<file path="config.mk">
export PLATFORM = sky130hd
export DESIGN_NAME = rca_arbiter
export DESIGN_NICKNAME = d
export VERILOG_FILES = /design/src/rca_pkg.sv /design/src/rca_sync.sv /design/src/rca_tdm_timer.sv /design/src/rca_arbiter.sv
export VERILOG_INCLUDE_DIRS = /design/src
export SDC_FILE = /design/constraint.sdc
export NUM_CORES = 1
export LEC_CHECK = 0
export BUFFER_PORTS_ARGS = -buffer_cell sky130_fd_sc_hd__buf_2
export CAP_MARGIN = 20
export CORE_AREA = 2 2 70 72
export DETAILED_ROUTE_END_ITERATION = 8
export DIE_AREA = 0 0 72 74
export PLACE_DENSITY = 0.55
export SLEW_MARGIN = 30
export SYNTH_ARGS = -nofsm -noshare
export SYNTH_HDL_FRONTEND = slang
export SYNTH_SLANG_ARGS = --single-unit
</file>
<file path="constraint.sdc">
create_clock -name clk_sys -period 1.9 [get_ports clk_sys]
set_input_delay 0.095 -clock clk_sys [delete_from_list [all_inputs] [get_ports clk_sys]]
set_output_delay 0.095 -clock clk_sys [all_outputs]
set_load 0.02 [all_outputs]
</file>
<file path="src/rca_cfg.svh">
`ifndef RCA_CFG_SVH
`define RCA_CFG_SVH
// ----------------------------------------
// scheme codes
// ----------------------------------------
`define RCA_SCHEME_ARB 3'h1
`define RCA_SCHEME_PEER_MASTER 3'h2
`define RCA_SCHEME_LOCAL_MASTER 3'h3
`define RCA_SCHEME_TWO_WIRE 3'h4
`define RCA_SCHEME_ALT 3'h5
`define RCA_SCHEME_RST 3'h1
// ----------------------------------------
// policy bits
// ----------------------------------------
`define RCA_POL_VOICE 0
`define RCA_POL_LOCAL_WINS 1
`define RCA_POL_PEER_WINS 2
`define RCA_POL_TDM 3
`define RCA_POL_RST 4'h9
// ----------------------------------------
// timing
// ----------------------------------------
`define RCA_CLK_PERIOD_NS 4
`define RCA_TDM_SLOT_NS 625
`define RCA_TDM_SLOT_CYC ((`RCA_TDM_SLOT_NS + `RCA_CLK_PERIOD_NS - 1) / `RCA_CLK_PERIOD_NS)
`endif

</file>
<file path="src/rca_pkg.sv">
package rca_pkg;
	typedef enum logic [2:0] {
		RCA_ARB = 3'h1,
		RCA_PEER_MASTER = 3'h2,
		RCA_LOCAL_MASTER = 3'h3,
		RCA_TWO_WIRE = 3'h4,
		RCA_ALT = 3'h5
	} rca_scheme_type;
	typedef struct packed {
		logic line_one;
		logic line_two;
		logic line_three;
		logic line_four;
	} rca_lines_type;
	typedef struct packed {
		logic valid;
		logic [2:0] scheme;
		logic [3:0] policy_mask;
		logic [3:0] policy_value;
		logic master_is_peer;
	} rca_cmd_type;
	typedef struct packed {
		logic req;
		logic critical;
	} rca_req_type;
endpackage

</file>
<file path="src/rca_sync.sv">
module rca_sync (
	// clock and reset
	input wire logic clk_sys,
	input wire logic rst_n,
	// lines
	input wire logic [3:0] async_in,
	output logic [3:0] sync_out
);
	logic [3:0] meta_ff;
	logic [3:0] sync_ff;
	// ----------------------------------------
	// two-stage synchroniser per line
	// ----------------------------------------
	genvar i;
	generate
		for (i = 0; i < 4; i = i + 1) begin : g_line
			always_ff @(posedge clk_sys or negedge rst_n) begin
				if (!rst_n) begin
					meta_ff[i] <= 1'b0;
					sync_ff[i] <= 1'b0;
				end else begin
					meta_ff[i] <= async_in[i];
					sync_ff[i] <= meta_ff[i];
				end
			end
		end
	endgenerate
	assign sync_out = sync_ff;
endmodule

</file>
<file path="src/rca_tdm_timer.sv">
`include "rca_cfg.svh"
module rca_tdm_timer (
	// clock and reset
	input wire logic clk_sys,
	input wire logic rst_n,
	// control
	input wire logic run,
	// status
	output logic local_turn
);
	localparam int SLOT_CYC = `RCA_TDM_SLOT_CYC;
	logic [8:0] cnt_ff;
	logic [8:0] nxt_cnt;
	logic turn_ff;
	wire slot_end = (cnt_ff == 9'(SLOT_CYC - 1));
	// ----------------------------------------
	// slot counter alternating the turn
	// ----------------------------------------
	assign nxt_cnt = (!run || slot_end) ? 9'h000 : cnt_ff + 9'h001;
	always_ff @(posedge clk_sys or negedge rst_n) begin
		if (!rst_n) begin
			cnt_ff <= 9'h000;
			turn_ff <= 1'b1;
		end else begin
			cnt_ff <= nxt_cnt;
			turn_ff <= !run ? 1'b1 : (slot_end ? ~turn_ff : turn_ff);
		end
	end
	assign local_turn = turn_ff;
endmodule

</file>
<file path="src/rca_arbiter.sv">
// Operation
// - five schemes by command, scheme one after reset
// - scheme one uses four arbitration lines
// - sole requester gets whole medium
// - critical local links win over peer
// - contention shared by slots plus priority
// - each priority policy switched by command
// - peer inhibit high stops local radio
// - local need drives peer inhibit high
// - two-wire mode, host picks master
// - local uses only reserved beacon portion
// - local windows follow medium-free line
// - lines share pins with other functions
`include "rca_cfg.svh"
module rca_arbiter (
	// clock and reset
	input wire logic clk_sys,
	input wire logic rst_n,
	// host command
	input wire rca_pkg::rca_cmd_type cmd,
	// local baseband
	input wire rca_pkg::rca_req_type local_req,
	output logic local_grant,
	// coexistence pins
	input wire rca_pkg::rca_lines_type line_in,
	output rca_pkg::rca_lines_type line_out,
	output rca_pkg::rca_lines_type line_oe,
	// status
	output logic [2:0] scheme_now
);
	import rca_pkg::*;
	// ----------------------------------------
	// configuration held from host commands
	// ----------------------------------------
	logic [2:0] scheme_ff;
	logic [3:0] policy_ff;
	logic peer_master_ff;
	wire cmd_scheme_ok = (cmd.scheme >= `RCA_SCHEME_ARB) && (cmd.scheme <= `RCA_SCHEME_ALT);
	wire [3:0] nxt_policy = (policy_ff & ~cmd.policy_mask) | (cmd.policy_value & cmd.policy_mask);
	always_ff @(posedge clk_sys or negedge rst_n) begin
		if (!rst_n) begin
			scheme_ff <= `RCA_SCHEME_RST;
			policy_ff <= `RCA_POL_RST;
			peer_master_ff <= 1'b0;
		end else if (cmd.valid) begin
			if (cmd_scheme_ok)
				scheme_ff <= cmd.scheme;
			policy_ff <= nxt_policy;
			peer_master_ff <= cmd.master_is_peer;
		end
	end
	assign scheme_now = scheme_ff;
	// ----------------------------------------
	// synchronised inputs
	// ----------------------------------------
	logic [3:0] sync_lines;
	rca_sync u_sync (
		.clk_sys(clk_sys),
		.rst_n(rst_n),
		.async_in({line_in.line_one, line_in.line_two, line_in.line_three, line_in.line_four}),
		.sync_out(sync_lines)
	);
	wire s_one = sync_lines[3];
	wire s_three = sync_lines[1];
	wire s_four = sync_lines[0];
	// ----------------------------------------
	// scheme decode
	// ----------------------------------------
	wire m_arb = (scheme_ff == `RCA_SCHEME_ARB);
	wire m_peer = (scheme_ff == `RCA_SCHEME_PEER_MASTER);
	wire m_local = (scheme_ff == `RCA_SCHEME_LOCAL_MASTER);
	wire m_two = (scheme_ff == `RCA_SCHEME_TWO_WIRE);
	wire m_alt = (scheme_ff == `RCA_SCHEME_ALT);
	// ----------------------------------------
	// packet traffic arbitration
	// ----------------------------------------
	// line one in: peer transmit request, line three: peer status (busy),
	// line four: peer high priority; line two out: local grant confirm
	wire peer_req = s_one | s_three;
	wire peer_hi = s_four;
	wire both = local_req.req && peer_req;
	logic tdm_turn;
	rca_tdm_timer u_tdm (
		.clk_sys(clk_sys),
		.rst_n(rst_n),
		.run(m_arb && both && policy_ff[`RCA_POL_TDM]),
		.local_turn(tdm_turn)
	);
	wire voice_win = policy_ff[`RCA_POL_VOICE] && local_req.critical;
	wire peer_hi_win = policy_ff[`RCA_POL_PEER_WINS] && peer_hi;
	logic arb_grant;
	always_comb begin
		if (!local_req.req)
			arb_grant = 1'b0;
		else if (!peer_req)
			arb_grant = 1'b1;
		else if (voice_win)
			arb_grant = 1'b1;
		else if (peer_hi_win)
			arb_grant = 1'b0;
		else if (policy_ff[`RCA_POL_TDM])
			arb_grant = tdm_turn;
		else
			arb_grant = policy_ff[`RCA_POL_LOCAL_WINS];
	end
	// ----------------------------------------
	// alternating medium access
	// ----------------------------------------
	wire alt_grant = local_req.req && s_one;
	// ----------------------------------------
	// inhibit schemes
	// ----------------------------------------
	wire peer_inhibit_in = s_one;
	wire two_local_grant = peer_master_ff ? !peer_inhibit_in : 1'b1;
	wire two_drive_out = !peer_master_ff && local_req.req;
	logic grant_c;
	always_comb begin
		case (scheme_ff)
			`RCA_SCHEME_ARB: grant_c = arb_grant;
			`RCA_SCHEME_PEER_MASTER: grant_c = local_req.req && !peer_inhibit_in;
			`RCA_SCHEME_LOCAL_MASTER: grant_c = local_req.req;
			`RCA_SCHEME_TWO_WIRE: grant_c = local_req.req && two_local_grant;
			`RCA_SCHEME_ALT: grant_c = alt_grant;
			default: grant_c = 1'b0;
		endcase
	end
	// ----------------------------------------
	// registered outputs
	// ----------------------------------------
	logic grant_ff;
	logic line_two_ff;
	wire nxt_line_two = (m_arb && grant_c) | (m_local && local_req.req) | (m_two && two_drive_out);
	always_ff @(posedge clk_sys or negedge rst_n) begin
		if (!rst_n) begin
			grant_ff <= 1'b0;
			line_two_ff <= 1'b0;
		end else begin
			grant_ff <= grant_c;
			line_two_ff <= nxt_line_two;
		end
	end
	assign local_grant = grant_ff;
	// ----------------------------------------
	// pin drive; only line two is ever an output, and only in schemes one, three and four
	// ----------------------------------------
	assign line_out = '{line_one: 1'b0, line_two: line_two_ff, line_three: 1'b0, line_four: 1'b0};
	assign line_oe = '{line_one: 1'b0, line_two: (m_arb | m_local | m_two),
		line_three: 1'b0, line_four: 1'b0};
endmodule

</file>
### Word level (Yosys, flattened, before mapping)

Cells that the tools add are included.

| storage, ports and cells | value |
|---|---|
| bits in registers | 26 |
| input bits | 21 |
| output and inout bits | 12 |
| logic and storage cells | 61 |

| cells by class | value |
|---|---|
| add/subtract/negate cells | 1 |
| magnitude comparators | 2 |
| equal/unequal tests | 7 |
| multiplexer cells | 10 |
| bitwise operators | 10 |
| reductions and logical operators | 18 |

Operator list:

| cell | count |
|---|---|
| logical AND 1 bit | 13 |
| adder 9 x 1 -> 9 bit, second input constant | 1 |
| == test 9 x 8 -> 1 bit, second input constant | 1 |
| two-way mux 9 bit | 1 |
| AND 4 bit | 2 |
| two-way mux 1 bit | 8 |
| == test 3 x 2 -> 1 bit, second input constant | 2 |
| == test 3 bit, second input constant | 2 |
| OR 1 bit | 5 |
| one-hot mux 1 bit (5 select lines) | 1 |
| NOT 4 bit | 1 |
| OR 4 bit | 1 |
| == test 3 x 1 -> 1 bit, second input constant | 1 |
| >= comparator 3 x 1 -> 1 bit, second input constant | 1 |
| less-or-equal comparator 3 bit, second input constant | 1 |
| logical NOT 1 bit | 3 |
| != test 2 x 1 -> 1 bit, second input constant | 1 |
| AND reduction 2 bit | 1 |
| logical OR 1 bit | 1 |
| NOT 1 bit | 1 |

### Depth between registers and ports, before layout

| logic depth | value |
|---|---|
| word-level depth | 9 |
| depth in mapped cells | 5 |

### Cells and area by module

A second synthesis with hierarchy kept.

| unflattened totals | value |
|---|---|
| cell total of the unflattened synthesis | 113 |
| area, all modules | 1270.0 sq um |

Modules (own cells, without submodules):

| module | times used | cells each | area an instance (sq um) | sequential area each (sq um) |
|---|---|---|---|---|
| rca_arbiter | 1 | 57 | 578.1 | 254.0 |
| rca_tdm_timer | 1 | 48 | 491.7 | 251.5 |
| rca_sync | 1 | 8 | 200.2 | 200.2 |

### Worst setup path after synthesis

OpenSTA, ideal clock, no wires.

| timing path | value |
|---|---|
| kind | register to register |
| start point | register (tool-made name) |
| end point | register line_two_ff |
| setup time | 127 ps |
| data arrival time | 1297 ps |
| required time | 1773 ps |
| path slack | 476 ps |
| cell stages (with the launch flop) | 5 |
| buffers on the path | 0 |
| cells stage by stage | dfstp_2 > mux2_1 > a221o_1 > nand4b_1 > o41ai_1 |

RTL lines:

| element | line | text |
|---|---|---|
| end signal: assignment | rca_arbiter.sv:139 | `line_two_ff <= nxt_line_two;` |
| end: declaration | rca_arbiter.sv:131 | `logic line_two_ff;` |

==> impl_metrics.toml <==
[worst_setup_path]
cp-start-kind = "flip-flop"
critPathMaxFanout = 3
rr_worst_depth = 4
r2r_slack_ns = 0.38
worstSetupEndpoint = "line_two_ff"
slowest_delay_ns = 0.56
rr_endpoint = "line_two_ff"
crit_type = "reg2reg"
cp_num_cells = 4
crit_slowest_cell = "dfstp_2"
end_kind = "flip-flop"
worstPathCellList = "mux2_1 > a221o_1 > nand4b_1 > o41ai_1"
crit_required_ns = 2.06
crit_buf_inv = 0
crit_family = "flip-flops"
critPathArrivalTime_ns = 1.68

[final_layout]
final_area_um2 = 1440
finish.net_count = 161
area_delta_synth_final_pct = 22.0
fin_util_pct = 31.4
antenna_cells = 0
register_area_um2 = 656
nFillCells = 453
drive_above_1_share_pct = 27.7
multi_input_area_um2 = 464

[placement]
dpl.hpwl_mm = 1.68
port-buffer-count = 25
placed_area_um2 = 1330
gp_congestion = 0.719

[detailed_routing]
drt_iter0_drc = 16
vias = 846
wl_per_cell_um = 12.0
drc_errors = 0
antenna_left = 0
dr.pass1.iters = 4
wl_mm = 2.29
vias_per_cell = 4.43

[global_routing]
grt_antenna_before_repair = 0
grt_pass1_vias = 900
grt_pass1_wl_mm = 3.84
grt_max_degree = 27
gr-total-overflow = 0
grt_usage_pct = 9.40

[synthesis]
synth_compound_area_share_pct = 8.15
synth_xor_area_share_pct = 5.93
ys_types = 31
synthCells = 108
ys.flop_type = "dfrtp_1"
synth-seq-cells = 26
synth_area_leaders = "dfrtp_1 (47%), dfstp_2 (8.9%), xor2_1 (5.2%), mux2_2 (4.8%), buf_4 (4.4%)"
synth_area_um2 = 1180
ys_seq_area_share_pct = 55.4
synth_edf_count = 0
synthArstFlopShare_pct = 100
yosysTopAreaCell = "dfrtp_1"
ys.warnings.count = 0
synthAdderAreaFrac_pct = 2.12
synth-simple-area-share_pct = 14.6
syn_area_per_cell_um2 = 10.9
synth_top_family_by_area = "simple AND/OR/NAND/NOR gates"
yosysTopAreaCellShare_pct = 46.6
synthMuxAreaShare_pct = 6.56

[power]
powerDensity_nw_per_um2 = 882
vdd_drop_max_mv = 0.375
p_leak_nw = 0.662

[timing]
clock.fmax_mhz = 658
min_period_over_period_pct = 80.0
relSlewSlack_pct = 63.6
drv_slew = 0
tightest_slew_ns = 0.547
finClkSkew_ns = 0.00688
finalSetupViolCount = 0
rsz0062_at_grt = "no"
min_period_ns = 1.52
timing.final.hold_violations = 0
fin_tns_setup_ns = 0

[floorplanning]
start_util_pct = 25.7
coreArea_um2 = 4600
dieArea_um2 = 5330
io_pins = 33
die_y_um = 74
num_rows = 25
die_w_um = 72

[clock_tree]
cts_resized = 0
cts_sinks = 26
clk_pin_slew_worst_paths_ns = 0.09
clockBufferDepth = 2
cts_tree = "built"
htree_levels = 1
clock_latency_ns = 0.28
cts_buffers = 3
cts_root_buf = "clkbuf_8"

[run]
maxCapViolations = 0

[run_status]
run_status = "complete, no violations"

[hold_path]
whs_path_depth = 2
worst_hold_path_type = "in2reg"
## placed cells by master (no fill, tap or decap), types with 2 or more instances in the layout
| master | instances |
|---|---|
| a21oi_1 | 3 |
| and3_1 | 2 |
| buf_2 | 25 |
| clkbuf_8 | 3 |
| conb_1 | 6 |
| dfrtp_1 | 22 |
| dfstp_2 | 4 |
| dlygate4sd3_1 | 4 |
| ha_1 | 2 |
| inv_1 | 5 |
| mux2_2 | 5 |
| nand2_1 | 11 |
| nand3_1 | 4 |
| nand4_1 | 2 |
| nand4b_1 | 2 |
| nor2_1 | 10 |
| o21ai_0 | 5 |
| xor2_1 | 7 |
## cells in the mapped netlist, types with 3 or more instances
| cell | n |
|---|---|
| dfrtp_1 | 22 |
| nand2_1 | 11 |
| nor2_1 | 10 |
| buf_4 | 7 |
| xor2_1 | 7 |
| inv_1 | 5 |
| mux2_2 | 5 |
| o21ai_0 | 5 |
| dfstp_2 | 4 |
| nand3_1 | 4 |
| a21oi_1 | 3 |
## worst register-to-register path: stages, from the launching register on
cell and delay, ns:
dfstp_2 0.56, mux2_1 0.32, a221o_1 0.32, nand4b_1 0.11, o41ai_1 0.09
## cell families (layout without fill, tap and decap cells)
kind of cell    after synthesis  after routing
compound gates               15             15
xor+xnor                      8              8
fa+ha+maj                     2              2
buf+inv                      14             38
flops                        26             26
mux                           7              7
other cells                   1              6
simple gates                 35             35
## per-layer routing
layer	GRT usage, %	vias up	share of wire, %
met2	15.9	26	46
met4	5.66	0	2.7
met3	2.03	5	5.4
met5	0	-	0
met1	11.0	404	46
li1	-	411	-
## metrics by stage
stage | total power [mW] | setup slack, ns | hold WS (ns) | std cells
finish | 1.27 | 0.380 | 0.0383 | 191
global route | 1.34 | 0.283 | 0.0298 | 191
CTS | 1.29 | 0.382 | 0.0350 | 191
detailed placement | 0.817 | 0.402 | 0.116 | 183
global placement | 0.810 | 0.425 | 0.114 | 183
floorplan | 0.756 | 0.476 | -0.201 | 113
## layout make-up
class / count / area share [%]
Clock inverter: 1 / 2.08
Inverter: 5 / 1.30
Multi-Input combinational cell: 73 / 32.2
Timing Repair Buffer: 29 / 11.4
Sequential cell: 26 / 45.4
Clock buffer: 3 / 2.86
Tap cell: 54 / 4.68
## power breakdown
part	switching (mW)	total (mW)	internal, mW
Combinational	0.0983	0.176	0.0777
Clock	0.180	0.463	0.282
Sequential	0.0353	0.633	0.598
## worst min path at each step
stage,from,end
final,cmd[3],flip-flop
after global routing,cmd[3],flip-flop
after CTS,cmd[10],scheme_now[2]
after detailed placement,rst_n,u_tdm.cnt_ff[2]
after global placement,rst_n,u_tdm.cnt_ff[2]
after floorplan,rst_n,asynchronous set/reset pin
## timing repair
action	CTS	global route
hold buffers	4	0
buffers inserted	0	0
hold endpoints to repair	25	0
Power figures use the tool's default switching activity.
